## src/slot_poll_pkg.sv

```systemverilog
// shared constants, types and decode helpers for the slot polling arbiter
package slot_poll_pkg;

    // clock and polling tick
    localparam int CLK_PERIOD_NS = 50;
    localparam int TICK_TIME_NS  = 100000;
    localparam int TICK_CYCLES   = (TICK_TIME_NS + CLK_PERIOD_NS - 1) / CLK_PERIOD_NS;
    localparam int TICK_CNT_W    = 12;

    // configuration record layout
    localparam int NUM_SLOTS    = 8;
    localparam int CFG_BYTES    = 12;
    localparam int POLL_DWELL   = 8;
    localparam int POLL_FIRST   = 9;
    localparam int POLL_TXN_CAP = 10;
    localparam int POLL_SPARE   = 11;

    // slot type codes
    localparam logic [7:0] SLOT_EMPTY   = 8'h00;
    localparam logic [7:0] SLOT_CASCADE = 8'h01;
    localparam logic [7:0] SLOT_MINI    = 8'h02;
    localparam logic [7:0] SLOT_HOST    = 8'h80;

    // reset values of the polling parameters
    localparam logic [7:0] DWELL_DEFAULT = 8'hb4;
    localparam logic [7:0] FIRST_DEFAULT = 8'h10;
    localparam logic [7:0] TXN_DEFAULT   = 8'h20;
    localparam logic [7:0] SPARE_DEFAULT = 8'h00;

    localparam logic [CFG_BYTES-1:0][7:0] CFG_DEFAULT =
        {SPARE_DEFAULT, TXN_DEFAULT, FIRST_DEFAULT, DWELL_DEFAULT, {NUM_SLOTS{SLOT_CASCADE}}};

    // register map, byte addresses
    localparam logic [7:0] REG_SLOT_BASE = 8'h00;
    localparam logic [7:0] REG_POLL_BASE = 8'h20;
    localparam logic [7:0] REG_CTRL      = 8'h30;
    localparam logic [7:0] REG_STATUS    = 8'h34;
    localparam int         CTRL_COMMIT   = 0;

    // status word fields
    localparam int ST_SLOT_LSB  = 0;
    localparam int ST_ENABLED   = 3;
    localparam int ST_GRANTED   = 4;
    localparam int ST_SERVING   = 5;
    localparam int ST_TXN_LSB   = 8;
    localparam int ST_TICK_LSB  = 16;

    // pins passing the synchroniser: eight slot requests, master flag, selector
    localparam int SYNC_W = 10;

    typedef enum logic [2:0] {
        KIND_EMPTY,
        KIND_CASCADE,
        KIND_MINI,
        KIND_HOST,
        KIND_INVALID
    } kind_t;

    typedef enum logic [1:0] {
        ARB_IDLE,
        ARB_SEEK,
        ARB_WAIT,
        ARB_SERVE
    } arb_state_t;

    typedef struct packed {
        logic        cyc;
        logic        stb;
        logic        we;
        logic [7:0]  adr;
        logic [3:0]  sel;
        logic [31:0] dat;
    } wb_req_t;

    typedef struct packed {
        logic        ack;
        logic [31:0] dat;
    } wb_rsp_t;

    typedef struct packed {
        logic [CFG_BYTES-1:0][7:0] shadow;
        logic [CFG_BYTES-1:0][7:0] record;
        arb_state_t                state;
        logic [2:0]                slot;
        logic [7:0]                ticks;
        logic [7:0]                txns;
        logic [NUM_SLOTS-1:0]      grant;
        kind_t                     kind;
        logic                      enabled;
        wb_rsp_t                   rsp;
    } arb_regs_t;

    function automatic kind_t decode_kind(input logic [7:0] code);
        case (code)
            SLOT_EMPTY:   decode_kind = KIND_EMPTY;
            SLOT_CASCADE: decode_kind = KIND_CASCADE;
            SLOT_MINI:    decode_kind = KIND_MINI;
            SLOT_HOST:    decode_kind = KIND_HOST;
            default:      decode_kind = KIND_INVALID;
        endcase
    endfunction

endpackage

```

## src/host_slot_poll_arbiter.sv

```systemverilog
// polling arbiter that shares one drive controller among eight host slots
//
// Function
// - configuration record is eight slot-type bytes then four poll bytes, twelve total.
// - slot type 0 empty, 1 cascaded mux, 2 minicomputer, 128 computer host.
// - without stored settings every slot type reads as cascaded multiplexer.
// - poll byte one scales total dwell time at a slot; default 180.
// - poll byte two scales the wait for a first request; default 16.
// - poll byte three caps transactions per visit; default 32.
// - poll byte four has no effect and defaults to zero.
// - table governs only on a master multiplexer with selector set right.
// - a host whose slot is wrongly described cannot reach the drive.
// - record changes only by reading, editing and rewriting the whole block.
`timescale 1ns/1ps
module host_slot_poll_arbiter
    import slot_poll_pkg::*;
(
    input  wire logic                 clk,              // system clock, 20 MHz
    input  wire logic                 sys_rst,          // synchronous reset, active high
    input  wire wb_req_t              wb_req,           // wishbone request from the master
    output wb_rsp_t                   wb_rsp,           // wishbone ack and read data
    input  wire logic [NUM_SLOTS-1:0] slot_req_pin,     // request level from each slot, async
    input  wire logic                 master_mux_pin,   // high when this is the master mux, async
    input  wire logic                 switch_right_pin, // selector in the right position, async
    input  wire logic                 txn_done,         // drive finished one transaction, pulse
    output logic      [NUM_SLOTS-1:0] slot_grant,       // one-hot slot now connected to drive
    output kind_t                     slot_kind,        // decoded type of the granted slot
    output logic                      arb_active        // table-driven polling enabled
);

    arb_regs_t st_q;
    arb_regs_t st_d;

    logic [SYNC_W-1:0]    pins_s;
    logic [NUM_SLOTS-1:0] req_s;
    logic                 mode_ok;
    logic                 tick;

    pin_sync u_sync (
        .clk     (clk),
        .sys_rst (sys_rst),
        .pin_in  ({switch_right_pin, master_mux_pin, slot_req_pin}),
        .level   (pins_s)
    );

    poll_tick u_tick (
        .clk     (clk),
        .sys_rst (sys_rst),
        .tick    (tick)
    );

    assign req_s   = pins_s[NUM_SLOTS-1:0];
    assign mode_ok = pins_s[NUM_SLOTS] & pins_s[NUM_SLOTS+1];

    // a slot is pollable only when its byte decodes to a known attached type
    function automatic logic [NUM_SLOTS-1:0] usable_slots(input logic [CFG_BYTES-1:0][7:0] rec);
        kind_t k;
        usable_slots = '0;
        for (int i = 0; i < NUM_SLOTS; i++) begin
            k = decode_kind(rec[i]);
            usable_slots[i] = (k != KIND_EMPTY) && (k != KIND_INVALID);
        end
    endfunction

    // next usable slot after cur in ascending order with wrap; msb flags a hit
    function automatic logic [3:0] next_slot(input logic [NUM_SLOTS-1:0] ok, input logic [2:0] cur);
        logic [2:0] idx;
        logic       hit;
        hit = 1'b0;
        next_slot = '0;
        for (int k = 1; k <= NUM_SLOTS; k++) begin
            idx = 3'(cur + 3'(k));
            if (!hit && ok[idx]) begin
                hit       = 1'b1;
                next_slot = {1'b1, idx};
            end
        end
    endfunction

    // register read view; unmapped words read zero
    function automatic logic [31:0] read_word(input arb_regs_t r, input logic [7:0] adr);
        read_word = '0;
        if (adr < REG_CTRL) begin
            read_word[7:0] = r.shadow[adr[5:2]];
        end else if (adr == REG_STATUS) begin
            read_word[ST_SLOT_LSB +: 3] = r.slot;
            read_word[ST_ENABLED]       = r.enabled;
            read_word[ST_GRANTED]       = |r.grant;
            read_word[ST_SERVING]       = (r.state == ARB_SERVE);
            read_word[ST_TXN_LSB +: 8]  = r.txns;
            read_word[ST_TICK_LSB +: 8] = r.ticks;
        end
    endfunction

    logic [NUM_SLOTS-1:0] ok_mask;
    logic [3:0]           pick;
    logic                 bus_hit;
    logic                 bus_wr;
    logic [7:0]           txn_next;

    always_comb begin
        st_d     = st_q;
        ok_mask  = usable_slots(st_q.record);
        pick     = next_slot(ok_mask, st_q.slot);
        bus_hit  = wb_req.cyc & wb_req.stb & ~st_q.rsp.ack;
        bus_wr   = bus_hit & wb_req.we & wb_req.sel[0];
        txn_next = st_q.txns;

        // classic wishbone: answer one cycle after the strobe, drop ack the next
        st_d.rsp.ack = bus_hit;
        if (bus_hit) begin
            st_d.rsp.dat = read_word(st_q, wb_req.adr);
        end

        // edits land in the shadow copy; the live record changes only on commit
        if (bus_wr && wb_req.adr < REG_CTRL) begin
            st_d.shadow[wb_req.adr[5:2]] = wb_req.dat[7:0];
        end
        if (bus_wr && wb_req.adr == REG_CTRL && wb_req.dat[CTRL_COMMIT]) begin
            st_d.record = st_q.shadow;
        end

        st_d.enabled = mode_ok;

        // one counter from arrival at a slot covers both the first-request wait and the dwell
        if (tick && st_q.ticks != 8'hff) begin
            st_d.ticks = st_q.ticks + 8'h01;
        end

        case (st_q.state)
            ARB_IDLE: begin
                st_d.grant = '0;
                if (mode_ok) begin
                    st_d.state = ARB_SEEK;
                end
            end
            ARB_SEEK: begin
                st_d.grant = '0;
                if (pick[3]) begin
                    st_d.slot  = pick[2:0];
                    st_d.ticks = '0;
                    st_d.txns  = '0;
                    st_d.grant = NUM_SLOTS'(1) << pick[2:0];
                    st_d.kind  = decode_kind(st_q.record[pick[2:0]]);
                    st_d.state = ARB_WAIT;
                end
            end
            ARB_WAIT: begin
                if (!ok_mask[st_q.slot]) begin
                    st_d.grant = '0;
                    st_d.state = ARB_SEEK;
                end else if (req_s[st_q.slot]) begin
                    st_d.state = ARB_SERVE;
                end else if (st_q.ticks >= st_q.record[POLL_FIRST]) begin
                    st_d.grant = '0;
                    st_d.state = ARB_SEEK;
                end
            end
            ARB_SERVE: begin
                if (txn_done && st_q.txns != 8'hff) begin
                    txn_next = st_q.txns + 8'h01;
                end
                st_d.txns = txn_next;
                if (!ok_mask[st_q.slot]) begin
                    st_d.grant = '0;
                    st_d.state = ARB_SEEK;
                end else if (st_q.ticks >= st_q.record[POLL_DWELL]) begin
                    // the dwell cap holds however busy the host is, so no slot can hog the drive
                    st_d.grant = '0;
                    st_d.state = ARB_SEEK;
                end else if (txn_next >= st_q.record[POLL_TXN_CAP]) begin
                    st_d.grant = '0;
                    st_d.state = ARB_SEEK;
                end
            end
            default: begin
                st_d.grant = '0;
                st_d.state = ARB_IDLE;
            end
        endcase

        // outside the master-and-right-selector mode the table steers nothing and no slot is granted
        if (!mode_ok) begin
            st_d.grant = '0;
            st_d.state = ARB_IDLE;
        end
    end

    // poll byte four is stored and read back but never consulted
    always_ff @(posedge clk) begin
        if (sys_rst) begin
            st_q        <= '0;
            st_q.shadow <= CFG_DEFAULT;
            st_q.record <= CFG_DEFAULT;
            st_q.slot   <= 3'h7;
            st_q.state  <= ARB_IDLE;
            st_q.kind   <= KIND_EMPTY;
        end else begin
            st_q <= st_d;
        end
    end

    assign wb_rsp     = st_q.rsp;
    assign slot_grant = st_q.grant;
    assign slot_kind  = st_q.kind;
    assign arb_active = st_q.enabled;

endmodule // host_slot_poll_arbiter

```

## src/pin_sync.sv

```systemverilog
// three-stage synchroniser for asynchronous pins, output moves when stages two and three agree
`timescale 1ns/1ps
module pin_sync
    import slot_poll_pkg::*;
(
    input  wire logic              clk,     // system clock
    input  wire logic              sys_rst, // synchronous reset, active high
    input  wire logic [SYNC_W-1:0] pin_in,  // raw asynchronous levels
    output logic      [SYNC_W-1:0] level    // filtered level
);

    typedef struct packed {
        logic [SYNC_W-1:0] s1;
        logic [SYNC_W-1:0] s2;
        logic [SYNC_W-1:0] s3;
        logic [SYNC_W-1:0] out;
    } sync_regs_t;

    sync_regs_t st_q;
    sync_regs_t st_d;

    always_comb begin
        st_d     = st_q;
        st_d.s1  = pin_in;
        st_d.s2  = st_q.s1;
        st_d.s3  = st_q.s2;
        // a bit changes only once the two later stages agree on it
        st_d.out = (st_q.s2 & st_q.s3) | (st_q.out & (st_q.s2 | st_q.s3));
    end

    always_ff @(posedge clk) begin
        if (sys_rst) begin
            st_q <= '0;
        end else begin
            st_q <= st_d;
        end
    end

    assign level = st_q.out;

endmodule // pin_sync

```

## src/poll_tick.sv

```systemverilog
// divider giving a one-cycle tick enable that times the dwell and first-request limits
`timescale 1ns/1ps
module poll_tick
    import slot_poll_pkg::*;
(
    input  wire logic clk,     // system clock
    input  wire logic sys_rst, // synchronous reset, active high
    output logic      tick     // one-cycle pulse every tick period
);

    localparam logic [TICK_CNT_W-1:0] TICK_LAST = TICK_CNT_W'(TICK_CYCLES - 1);

    typedef struct packed {
        logic [TICK_CNT_W-1:0] cnt;
        logic                  tick;
    } tick_regs_t;

    tick_regs_t st_q;
    tick_regs_t st_d;

    always_comb begin
        st_d      = st_q;
        st_d.tick = 1'b0;
        if (st_q.cnt == TICK_LAST) begin
            st_d.cnt  = '0;
            st_d.tick = 1'b1;
        end else begin
            st_d.cnt = st_q.cnt + 1'b1;
        end
    end

    always_ff @(posedge clk) begin
        if (sys_rst) begin
            st_q <= '0;
        end else begin
            st_q <= st_d;
        end
    end

    assign tick = st_q.tick;

endmodule // poll_tick

```

## config.mk

```make
export PLATFORM = sky130hd
export DESIGN_NAME = host_slot_poll_arbiter
export DESIGN_NICKNAME = d
export VERILOG_FILES = /design/src/slot_poll_pkg.sv /design/src/host_slot_poll_arbiter.sv /design/src/pin_sync.sv /design/src/poll_tick.sv
export SDC_FILE = /design/constraint.sdc
export NUM_CORES = 1
export LEC_CHECK = 0
export BUFFER_PORTS_ARGS = -buffer_cell sky130_fd_sc_hd__buf_2
export CAP_MARGIN = 20
export CORE_UTILIZATION = 55
export CTS_CLUSTER_DIAMETER = 40
export DETAILED_ROUTE_END_ITERATION = 6
export GPL_ROUTABILITY_DRIVEN = 1
export PLACE_DENSITY = 0.72
export SLEW_MARGIN = 20
export SYNTH_ARGS = -nofsm -noshare
export SYNTH_HDL_FRONTEND = slang
export SYNTH_SLANG_ARGS = --single-unit
```

## constraint.sdc

```tcl
create_clock -name clk -period 11.29 [get_ports clk]
set_input_delay 2.258 -clock clk [delete_from_list [all_inputs] [get_ports clk]]
set_output_delay 2.258 -clock clk [all_outputs]
set_load 0.01 [all_outputs]
```

After elaboration in Yosys (flattened, before gate mapping)
Cells that the tools add are included.

storage, ports and cells
  input port bits = 60
  output and inout port bits = 45
  bits in registers = 295

operators by class
  reduce and logical (&&, ||, !) cells = 54
  $lt $le $gt $ge = 15
  shift-type cells = 1
  equality and inequality tests = 48
  add/sub/neg operators = 10
  bitwise operators = 11
  mux-type cells = 75

operators by type and width
  kind                                                  count
  one-hot mux 3 bit (4 select lines)                    9
  two-way mux 8 bit                                     13
  bitwise mux 96 bit                                    1
  equality test 8 x 1 -> 1 bit (second input constant)  9
  equality test 8 x 2 -> 1 bit (second input constant)  9
  equality test 8 bit (second input constant)           9
  zero test 8 bit                                       9
  binary-select mux 8 bit (select 4 bit)                1
  demux 8 bit (select 4 bit)                            1
  < comparator 3 x 4 -> 1 bit (second input constant)   8
  two-way mux 16 bit                                    2
  two-way mux 32 bit                                    1
  two-way mux 4 bit                                     8
  one-hot mux 8 bit (4 select lines)                    1
  != test 3 bit (second input constant)                 10
  binary-select mux 1 bit (select 3 bit)                9
  binary-select mux 8 bit (select 3 bit)                1
  >= comparator 8 bit                                   3
  nonzero test 3 bit                                    8
  logical AND 1 bit                                     21
  AND 10 bit                                            2
  OR 10 bit                                             2
  two-way mux 1 bit                                     17
  adder 8 x 1 -> 8 bit (second input constant)          2
  other kinds (30)                                      58

Depth between registers and ports, before layout
Gate-level depths: netlist of the first run.

  word-level depth = 34
  depth in mapped cells = 20
  gate-level depth less buffers = 19

Hierarchy
A second synthesis of the first run with hierarchy kept.

second synthesis, totals
  cell total of the unflattened synthesis = 1571
  area, all modules = 13977.2 µm²

by module, submodules not included
  module                  area each (µm²)  times used  sequential area each (µm²)  cells an instance
  host_slot_poll_arbiter  12190.4          1           4844.6                      1398
  pin_sync                1221.2           1           800.8                       114
  poll_tick               565.5            1           260.2                       59

Worst setup path after synthesis of the first run
No wires, ideal clock.

  path type = in2reg
  from = in txn_done
  to = reg st_q, in the netlist slot_grant[3]
  path buffers = 1
  cell stages on the path = 17
  arrival time = 4.972 ns
  path slack = 6.191 ns
  data required time = 11.162 ns
  cells stage by stage = inv_1 -> a31oi_1 -> mux2_2 -> ha_1 -> a21oi_1 -> nor2b_1 -> o21ai_0 -> nand2b_1 -> a21oi_1 -> nor2b_1 -> o211ai_1 -> o2111ai_1 -> o21ai_1 -> clkbuf_1 -> nor3_1 -> a21oi_1 -> nor2_1

on the way
  longest elaborated chain between the ends = 6

ends and longest elaborated chain
  what                              RTL line                       RTL
  start, declared                   host_slot_poll_arbiter.sv:25   input wire logic txn_done,
  logical AND 1 bit                 host_slot_poll_arbiter.sv:160  if (txn_done && st_q.txns != 8'hff) begin
  two-way mux 8 bit                 host_slot_poll_arbiter.sv:160
  two-way mux 8 bit                 host_slot_poll_arbiter.sv:130  case (st_q.state)
  >= comparator 8 bit               host_slot_poll_arbiter.sv:171  end else if (txn_next >= st_q.record[POLL_TXN_CAP]) begin
  != test 4 x 2 -> 1 bit (no line)  -
  AND reduction 3 bit (no line)     -
  end signal, assigned              host_slot_poll_arbiter.sv:199  st_q <= st_d;
  end, declared                     host_slot_poll_arbiter.sv:31   arb_regs_t st_q;

Every way passes these cells. The select of a mux whose other input is x is not followed.
A chain may end at the register's enable or synchronous reset.

Final worst setup path of the first run
  from = in wb_req[45] (netlist bit)
  to = reg st_q[177] (netlist bit)

on the way
  longest elaborated chain between the ends = 5

ends and longest elaborated chain
  what                     RTL line                       RTL
  start, declared          host_slot_poll_arbiter.sv:20   input wire wb_req_t wb_req,
  AND 1 bit (2 in series)  host_slot_poll_arbiter.sv:105  bus_hit = wb_req.cyc & wb_req.stb & ~st_q.rsp.ack;
  AND 1 bit (2 in series)  host_slot_poll_arbiter.sv:106  bus_wr = bus_hit & wb_req.we & wb_req.sel[0];
  logical AND 1 bit        host_slot_poll_arbiter.sv:116  if (bus_wr && wb_req.adr < REG_CTRL) begin

Every way passes these cells.

==> impl_metrics.csv, run 1 <==
group,metric,value,unit
clock_tree,clkSlewWorstSetupHoldPaths,60,ps
clock_tree,clockBufferDepth,3,
logic_synthesis,synth-seq-area-share,42.08,%
logic_synthesis,netlist-cell-type-count,84,
global_routing,grt_pass1_wl,52980,um
layout,final_common_cell,"dfxtp_1",
detailed_routing,dr_total_vias,10851,
flow_run,drv_cap,0,
logic_synthesis,synth_edf_count,0,
setup_path,critPathMaxFanout,26,
die,coreArea,0.02511,mm^2
layout,fin_nets,1629,
sta,max_clock_freq,0.1639,GHz
logic_synthesis,yosysWarnings,0,
sta,drv_slew,0,
sta,rsz0062_at_grt,"no",
detailed_routing,ant_nets,0,
clock_tree,clkSinkCount,295,
clock_tree,cts_tree,"yes",
layout,fillers,2142,
die,io_pins,105,
die,design.die.area,0.02616,mm^2
placed_design,dp_hpwl,22480,um
sta,setup_violations,0,
detailed_routing,vias_per_cell,5.720,
power_and_ir_drop,switching_share,21.92,%
min_path,hold_path.class,"reg -> reg",
power_and_ir_drop,vdd_ir_drop_max,0.1020,mV
detailed_routing,first_iter_violations,844,
sta,fin_worst_skew,24.44,ps
power_and_ir_drop,p_leak,0.005931,uW
clock_tree,cts_resized,0,
clock_tree,cts-root-buf,"clkbuf_16",
global_routing,overflow,0,
clock_tree,hold_buffers,0,
setup_path,path_buf_inv,1,
detailed_routing,drcViolationCount,2,
sta,tightest_slew,1089,ps
setup_path,crit_slowest_cell,"nor2_1",
layout,synthToLayoutAreaGrowth,9.986,%
logic_synthesis,avgSynthCellArea,9.066,um^2
logic_synthesis,syn_inst,1548,
setup_path,ff2ff_path_depth,13,
setup_path,path_cells,"buf_2, nand3b_1, or3_1, a21oi_1, nand3_1, or3_1, nor2_1, mux2i_1, nor2_1",
global_routing,grt_pass1_vias,10232,
layout,most-common-layout-cells,"295 x dfxtp_1, 231 x nand2_1, 174 x nor2_1, 122 x mux2i_1, 109 x a21oi_1",
global_routing,grt_use_total,25.24,%
setup_path,reg2reg_from,"st_q[61]$_SDFFE_PP1P_",
detailed_routing,wire_per_inst,17.31,um
clock_tree,worstSkewPairLatency,520,ps
sta,totalNegativeSetupSlack,0,ps
sta,slew_headroom,27.14,%
die,num_rows,58,
setup_path,critPathTopFamily,"simple AND/OR/NAND/NOR gates",
logic_synthesis,ys_seq_elements,295,
power_and_ir_drop,combPwrFrac,2.5,%
clock_tree,post_cts_buffers,0,
setup_path,cp.depth,9,
logic_synthesis,syn_area,0.01403,mm^2
setup_path,rr_endpoint,"slot_kind[1]$_SDFFE_PP0P_",
setup_path,crit_arrival,6470,ps
global_routing,grt_max_degree,98,
layout,num_antenna_cells,0,
setup_path,cp-start-kind,"input pin",
setup_path,max_stage_delay,860,ps
power_and_ir_drop,clkPwrFrac,51.6,%
setup_path,endpoint_kind,"flop",
placed_design,io_buffers,69,
sta,period_minus_slack,6100,ps
min_path,hold_path_end,"u_sync.st_d[15]$_SDFF_PP0_",
power_and_ir_drop,p_seq_share,45.9,%
placed_design,routabilityCongestion,0.9047,
power_and_ir_drop,power.density,148.3,mW/mm^2
sta,hold_viol,0,
detailed_routing,wl,32840,um
die,die_x,161.7,um
clock_tree,cts_buffers,39,
layout,drive_gt1_share,14.42,%
setup_path,worstSetupPathType,"in -> reg",
detailed_routing,first_pass_iters,7,
logic_synthesis,ys.flop_type,"dfxtp_1",
clock_tree,cts.htree.levels,2,
sta,finalCritPeriodShare,54.03,%
power_and_ir_drop,p_int,1788,uW
status,status,"complete, but fails checks",
layout,final_core_util,61.47,%
logic_synthesis,async_flop_share,0,%
die,start_util,55.89,%
status,violations,"design-rule violations",
die,die_h,161.7,um
setup_path,critical_path_required,11660,ps
power_and_ir_drop,p_sw,501.9,uW
min_path,whs_path_depth,1,
min_path,min_from,"u_sync.st_d[25]$_SDFF_PP0_",
setup_path,r2r_setup_slack,5490,ps
global_routing,antenna_found_initial,1,
-- routing by layer --
layer | wire length (um) | GRT usage (%) | vias up
met5 | 10 | 0 | -
met4 | 891 | 8.705 | 2
met3 | 1878 | 3.524 | 80
met2 | 15110 | 41.46 | 341
met1 | 14950 | 34.10 | 5110
li1 | - | - | 5318
-- sequential cells by signal, summed over array words and instances (netlist names) --
| signal | count |
|---|---|
| arb_active | 1 |
| slot_grant | 8 |
| slot_kind | 3 |
| st_q | 205 |
| u_sync.level | 10 |
| u_sync.st_d | 20 |
| u_sync.st_q | 10 |
| u_tick.st_q | 12 |
| u_tick.tick | 1 |
| wb_rsp | 25 |
-- how the worst max path moves through the flow --
stage | from | end | slack [ps]
final | wb_req[45] | st_q[177]$_SDFFE_PP0P_ | 5190
after global routing | wb_req[45] | st_q[218]$_SDFFE_PP1P_ | 4970
after CTS | wb_req[45] | st_q[175]$_SDFFE_PP0P_ | 5360
after detailed placement | wb_req[45] | st_q[176]$_SDFFE_PP0P_ | 4820
after global placement | wb_req[45] | st_q[172]$_SDFFE_PP0P_ | 4940
after floorplan | txn_done | slot_grant[3]$_SDFFE_PP0P_ | 6190
-- per-stage QoR --
step | area (um^2) | power, uW | hold WS, ps | worst slack [ps] | std cells
finish | 15430 | 2289 | 434.4 | 5190 | 1897
floorplan | 14060 | 1113 | 413.8 | 6191 | 1555
detailed placement | 14150 | 1129 | 429.8 | 4823 | 1826
global route | 15430 | 2357 | 450.4 | 4971 | 1897
CTS | 15430 | 2307 | 443.5 | 5356 | 1897
global placement | 14150 | 1129 | 416.6 | 4938 | 1826
-- synthesized netlist by cell type (all sizes together), types with 3 or more instances --
master	number	share of area (%)
buf	64	3.3
a222oi	5	0.36
a21o	11	0.59
xor2	21	1.3
a31o	3	0.19
o31ai	3	0.26
a21oi	109	3.9
nand2	232	6.3
o22ai	13	0.58
o2111ai	10	0.94
nor2	175	4.7
o211ai	12	0.64
a22oi	26	1.4
ha	32	2.9
nor2b	39	1.7
a211o	10	0.63
inv	45	1.2
nor4	7	0.42
nand3	36	1.3
dfxtp	295	42
o32ai	3	0.24
nand2b	12	0.53
a31oi	7	0.31
and2	4	0.18
or2	3	0.13
nand4	10	0.45
mux4	33	5.3
nand3b	3	0.16
xnor2	14	0.93
o21ai	38	1.4
and3	7	0.31
or4	4	0.21
mux2	13	1.1
nor3	24	1.0
clkbuf	71	2.0
mux2i	123	8.8
-- logic make-up after synthesis --
family,Yosys count,share of synthesized area [%]
and+or+nand+nor,563,17.94
DFF,295,42.08
xor gates and xnor gates,35,2.238
muxes,169,15.19
buffers and inverters,180,6.455
other,1,0.02672
AOI/OAI and AO/OA,273,13.21
adders and majority gates,32,2.853
-- layout make-up --
class	instances	area (um^2)	share of cell area [%]
timing repair buffer	76	406.6	2.635
sequential	295	5906	38.26
tap	330	412.9	2.675
inverter	45	168.9	1.094
clock buffer	52	1116	7.231
multi-input combinational	1080	7258	47.02
clock inverter	19	166.4	1.078
-- power by group through the flow --
stage                     logic, uW  registers (uW)  clock network, uW
after floorplan                41.6            1070                  0
after global placement         56.4            1070                  0
after detailed placement       56.8            1070                  0
after CTS                      57.0            1050               1200
after global routing           62.2            1050               1240
final                          57.0            1050               1180
No activity file was read; power rests on OpenSTA's default activity.
==> run 2, diff against run 1 <==
--- a/config.mk
+++ b/config.mk
@@ -11,7 +11,7 @@
 export CTS_CLUSTER_DIAMETER = 40
 export DETAILED_ROUTE_END_ITERATION = 6
 export GPL_ROUTABILITY_DRIVEN = 1
-export PLACE_DENSITY = 0.72
+export PLACE_DENSITY = 0.75
 export SLEW_MARGIN = 20
 export SYNTH_ARGS = -nofsm -noshare
 export SYNTH_HDL_FRONTEND = slang
==> constraint.sdc (replaced) <==
create_clock -name clk -period 5.6 [get_ports clk]
set_input_delay 1.12 -clock clk [delete_from_list [all_inputs] [get_ports clk]]
set_output_delay 1.12 -clock clk [all_outputs]
set_load 0.01 [all_outputs]
==> run 2 against run 1 <==
Compared with the run above:
- the run now ends clean
- first-iteration DRC count rose by 2.5%
- worst hold slack barely moved
- clock-buffer cell count grew 1
- global-route usage decreased by 0.19 points
- total power grew 100%
- register-to-register slack got worse by 4400 ps
- setup slack worse by 4100 ps
- via count grew 1.7%
- critical path depth rose by 3
- sequential power is 100% higher
- clock power is 110% higher
- critical endpoint is now slot_kind[1]$_SDFFE_PP0P_
- die area stayed put
==> impl_metrics.csv, run 2 (synthesis results as in run 1) <==
group,metric,value,unit
status,status,"completed",
die,start_util,55.89,%
layout,synthToLayoutAreaGrowth,10.46,%
sta,rsz0062_at_grt,"no",
layout,regMostFlops,"st_q",
sta,drv_slew,0,
die,num_rows,58,
setup_path,critPathMaxFanout,24,
setup_path,cp-start-kind,"flop",
global_routing,grt_pass1_wl,52830,um
sta,finalCritPeriodShare,80.33,%
power_and_ir_drop,clkPwrFrac,52.1,%
min_path,min_from,"u_sync.st_d[21]$_SDFF_PP0_",
clock_tree,cts_buffers,40,
clock_tree,clkSinkCount,295,
detailed_routing,wire_per_inst,17.25,um
detailed_routing,first_pass_iters,7,
global_routing,grt_use_total,25.05,%
die,die_h,161.7,um
setup_path,r2r_setup_slack,1100,ps
sta,totalNegativeSetupSlack,0,ps
global_routing,antenna_found_initial,1,
flow_run,drv_cap,0,
detailed_routing,drcViolationCount,0,
sta,max_clock_freq,0.2223,GHz
detailed_routing,ant_nets,0,
setup_path,max_stage_delay,960,ps
layout,drive_gt1_share,14.51,%
setup_path,worstSetupPathType,"reg -> reg",
layout,final_common_cell,"dfxtp_1",
layout,num_antenna_cells,0,
layout,register_area,0.005906,mm^2
detailed_routing,vias_per_cell,5.804,
power_and_ir_drop,p_leak,0.005963,uW
clock_tree,hold_buffers,0,
power_and_ir_drop,p_sw,1019,uW
setup_path,crit_arrival,4960,ps
clock_tree,clkSlewWorstSetupHoldPaths,60,ps
placed_design,dp_hpwl,22210,um
sta,tightest_slew,1040,ps
die,design.die.area,0.02616,mm^2
clock_tree,cts_resized,0,
setup_path,ff2ff_path_depth,12,
setup_path,rr_endpoint,"slot_kind[1]$_SDFFE_PP0P_",
min_path,whs_path_depth,1,
clock_tree,cts-root-buf,"clkbuf_16",
clock_tree,worstSkewPairLatency,520,ps
power_and_ir_drop,switching_share,21.86,%
min_path,hold_path.class,"reg -> reg",
layout,fillers,2108,
sta,fin_worst_skew,17.19,ps
sta,setup_violations,0,
power_and_ir_drop,combPwrFrac,2.5,%
setup_path,path_buf_inv,1,
power_and_ir_drop,power.density,300.7,mW/mm^2
detailed_routing,dr_total_vias,11033,
clock_tree,cts_tree,"yes",
power_and_ir_drop,vdd_ir_drop_max,0.1928,mV
layout,largest_reg_flops,205,
placed_design,routabilityCongestion,0.9265,
setup_path,reg2reg_from,"st_q[62]$_SDFFE_PP1P_",
setup_path,crit_slowest_cell,"ha_1",
detailed_routing,wl,32800,um
sta,slew_headroom,30.43,%
die,die_x,161.7,um
sta,period_minus_slack,4498,ps
layout,multiInputGateArea,0.007256,mm^2
layout,most-common-layout-cells,"295 x dfxtp_1, 231 x nand2_1, 174 x nor2_1, 122 x mux2i_1, 109 x a21oi_1",
setup_path,critPathTopFamily,"compound AO/OA/AOI/OAI gates",
global_routing,grt_pass1_vias,10243,
clock_tree,cts.htree.levels,2,
clock_tree,post_cts_buffers,0,
die,coreArea,0.02511,mm^2
min_path,hold_path_end,"u_sync.st_d[11]$_SDFF_PP0_",
die,io_pins,105,
setup_path,endpoint_kind,"flop",
layout,postLayoutCellArea,0.01550,mm^2
setup_path,path_cells,"inv_2, ha_1, mux2_2, mux4_2, a311o_1, o31ai_4, nand2_4, a2111oi_2, a31oi_1, a31o_1, a211oi_1, o21a_1",
power_and_ir_drop,p_seq_share,45.4,%
clock_tree,clockBufferDepth,3,
global_routing,grt_max_degree,171,
placed_design,io_buffers,69,
global_routing,overflow,0,
layout,fin_nets,1635,
setup_path,critical_path_required,6060,ps
sta,hold_viol,0,
power_and_ir_drop,p_int,3642,uW
detailed_routing,first_iter_violations,865,
placed_design,post_dp_cell_area,0.01421,mm^2
-- run 2: cell count changes in the layout (fill, tap and decap cells not counted), moves of 2 or more --
cell,change
buf_12,+2
buf_4,+2
clkbuf_1,+2
clkinv_2,-2
-- run 2: layer usage --
metal	wire length (um)	vias up	track usage [%]
li1	-	5336	-
met1	14770	5290	33.79
met2	15340	347	41.12
met3	1879	60	3.728
met4	811	0	8.405
met5	0	-	0
-- run 2: area by class of cell --
cell class | count | share of cell area (%)
Clock buffer | 53 | 7.160
Clock inverter | 17 | 1.170
Inverter | 45 | 1.090
Multi-Input combinational cell | 1080 | 46.81
Sequential cell | 295 | 38.10
Tap cell | 330 | 2.664
Timing Repair Buffer | 81 | 3.011
-- run 2: metrics by stage --
step | setup slack, ps | hold slack, ps | power [uW] | util [%] | instances
6_report | 1102 | 434.7 | 4661 | 61.74 | 1901
5_1_grt | 838.9 | 457.2 | 4803 | 61.74 | 1901
4_1_cts | 1120 | 440.5 | 4691 | 61.74 | 1901
3_5_place_dp | 1006 | 426.4 | 2278 | 56.59 | 1831
3_3_place_gp | 1088 | 424.0 | 2276 | 56.59 | 1831
2_1_floorplan | 1542 | 413.8 | 2245 | - | 1555
-- run 2: power groups by stage --
| stage | logic (uW) | registers [uW] | clock network, uW |
|---|---|---|---|
| after global routing | 125 | 2120 | 2560 |
| after floorplan | 83.9 | 2160 | 0 |
| after detailed placement | 115 | 2160 | 0 |
| after global placement | 114 | 2160 | 0 |
| after CTS | 116 | 2120 | 2460 |
| final | 116 | 2120 | 2430 |
-- run 2: worst max path at each step --
| stage | cells past startpoint | slack (ps) | start | endpoint |
|---|---|---|---|---|
| after floorplan | 16 | 1540 | st_q[61]$_SDFFE_PP1P_ | slot_kind[1]$_SDFFE_PP0P_ |
| after global placement | 17 | 1090 | txn_done | slot_grant[0]$_SDFFE_PP0P_ |
| after detailed placement | 17 | 1010 | txn_done | slot_grant[0]$_SDFFE_PP0P_ |
| after CTS | 12 | 1120 | st_q[62]$_SDFFE_PP1P_ | slot_kind[1]$_SDFFE_PP0P_ |
| after global routing | 18 | 840 | st_q[45]$_SDFFE_PP0P_ | slot_grant[0]$_SDFFE_PP0P_ |
| final | 12 | 1100 | st_q[62]$_SDFFE_PP1P_ | slot_kind[1]$_SDFFE_PP0P_ |
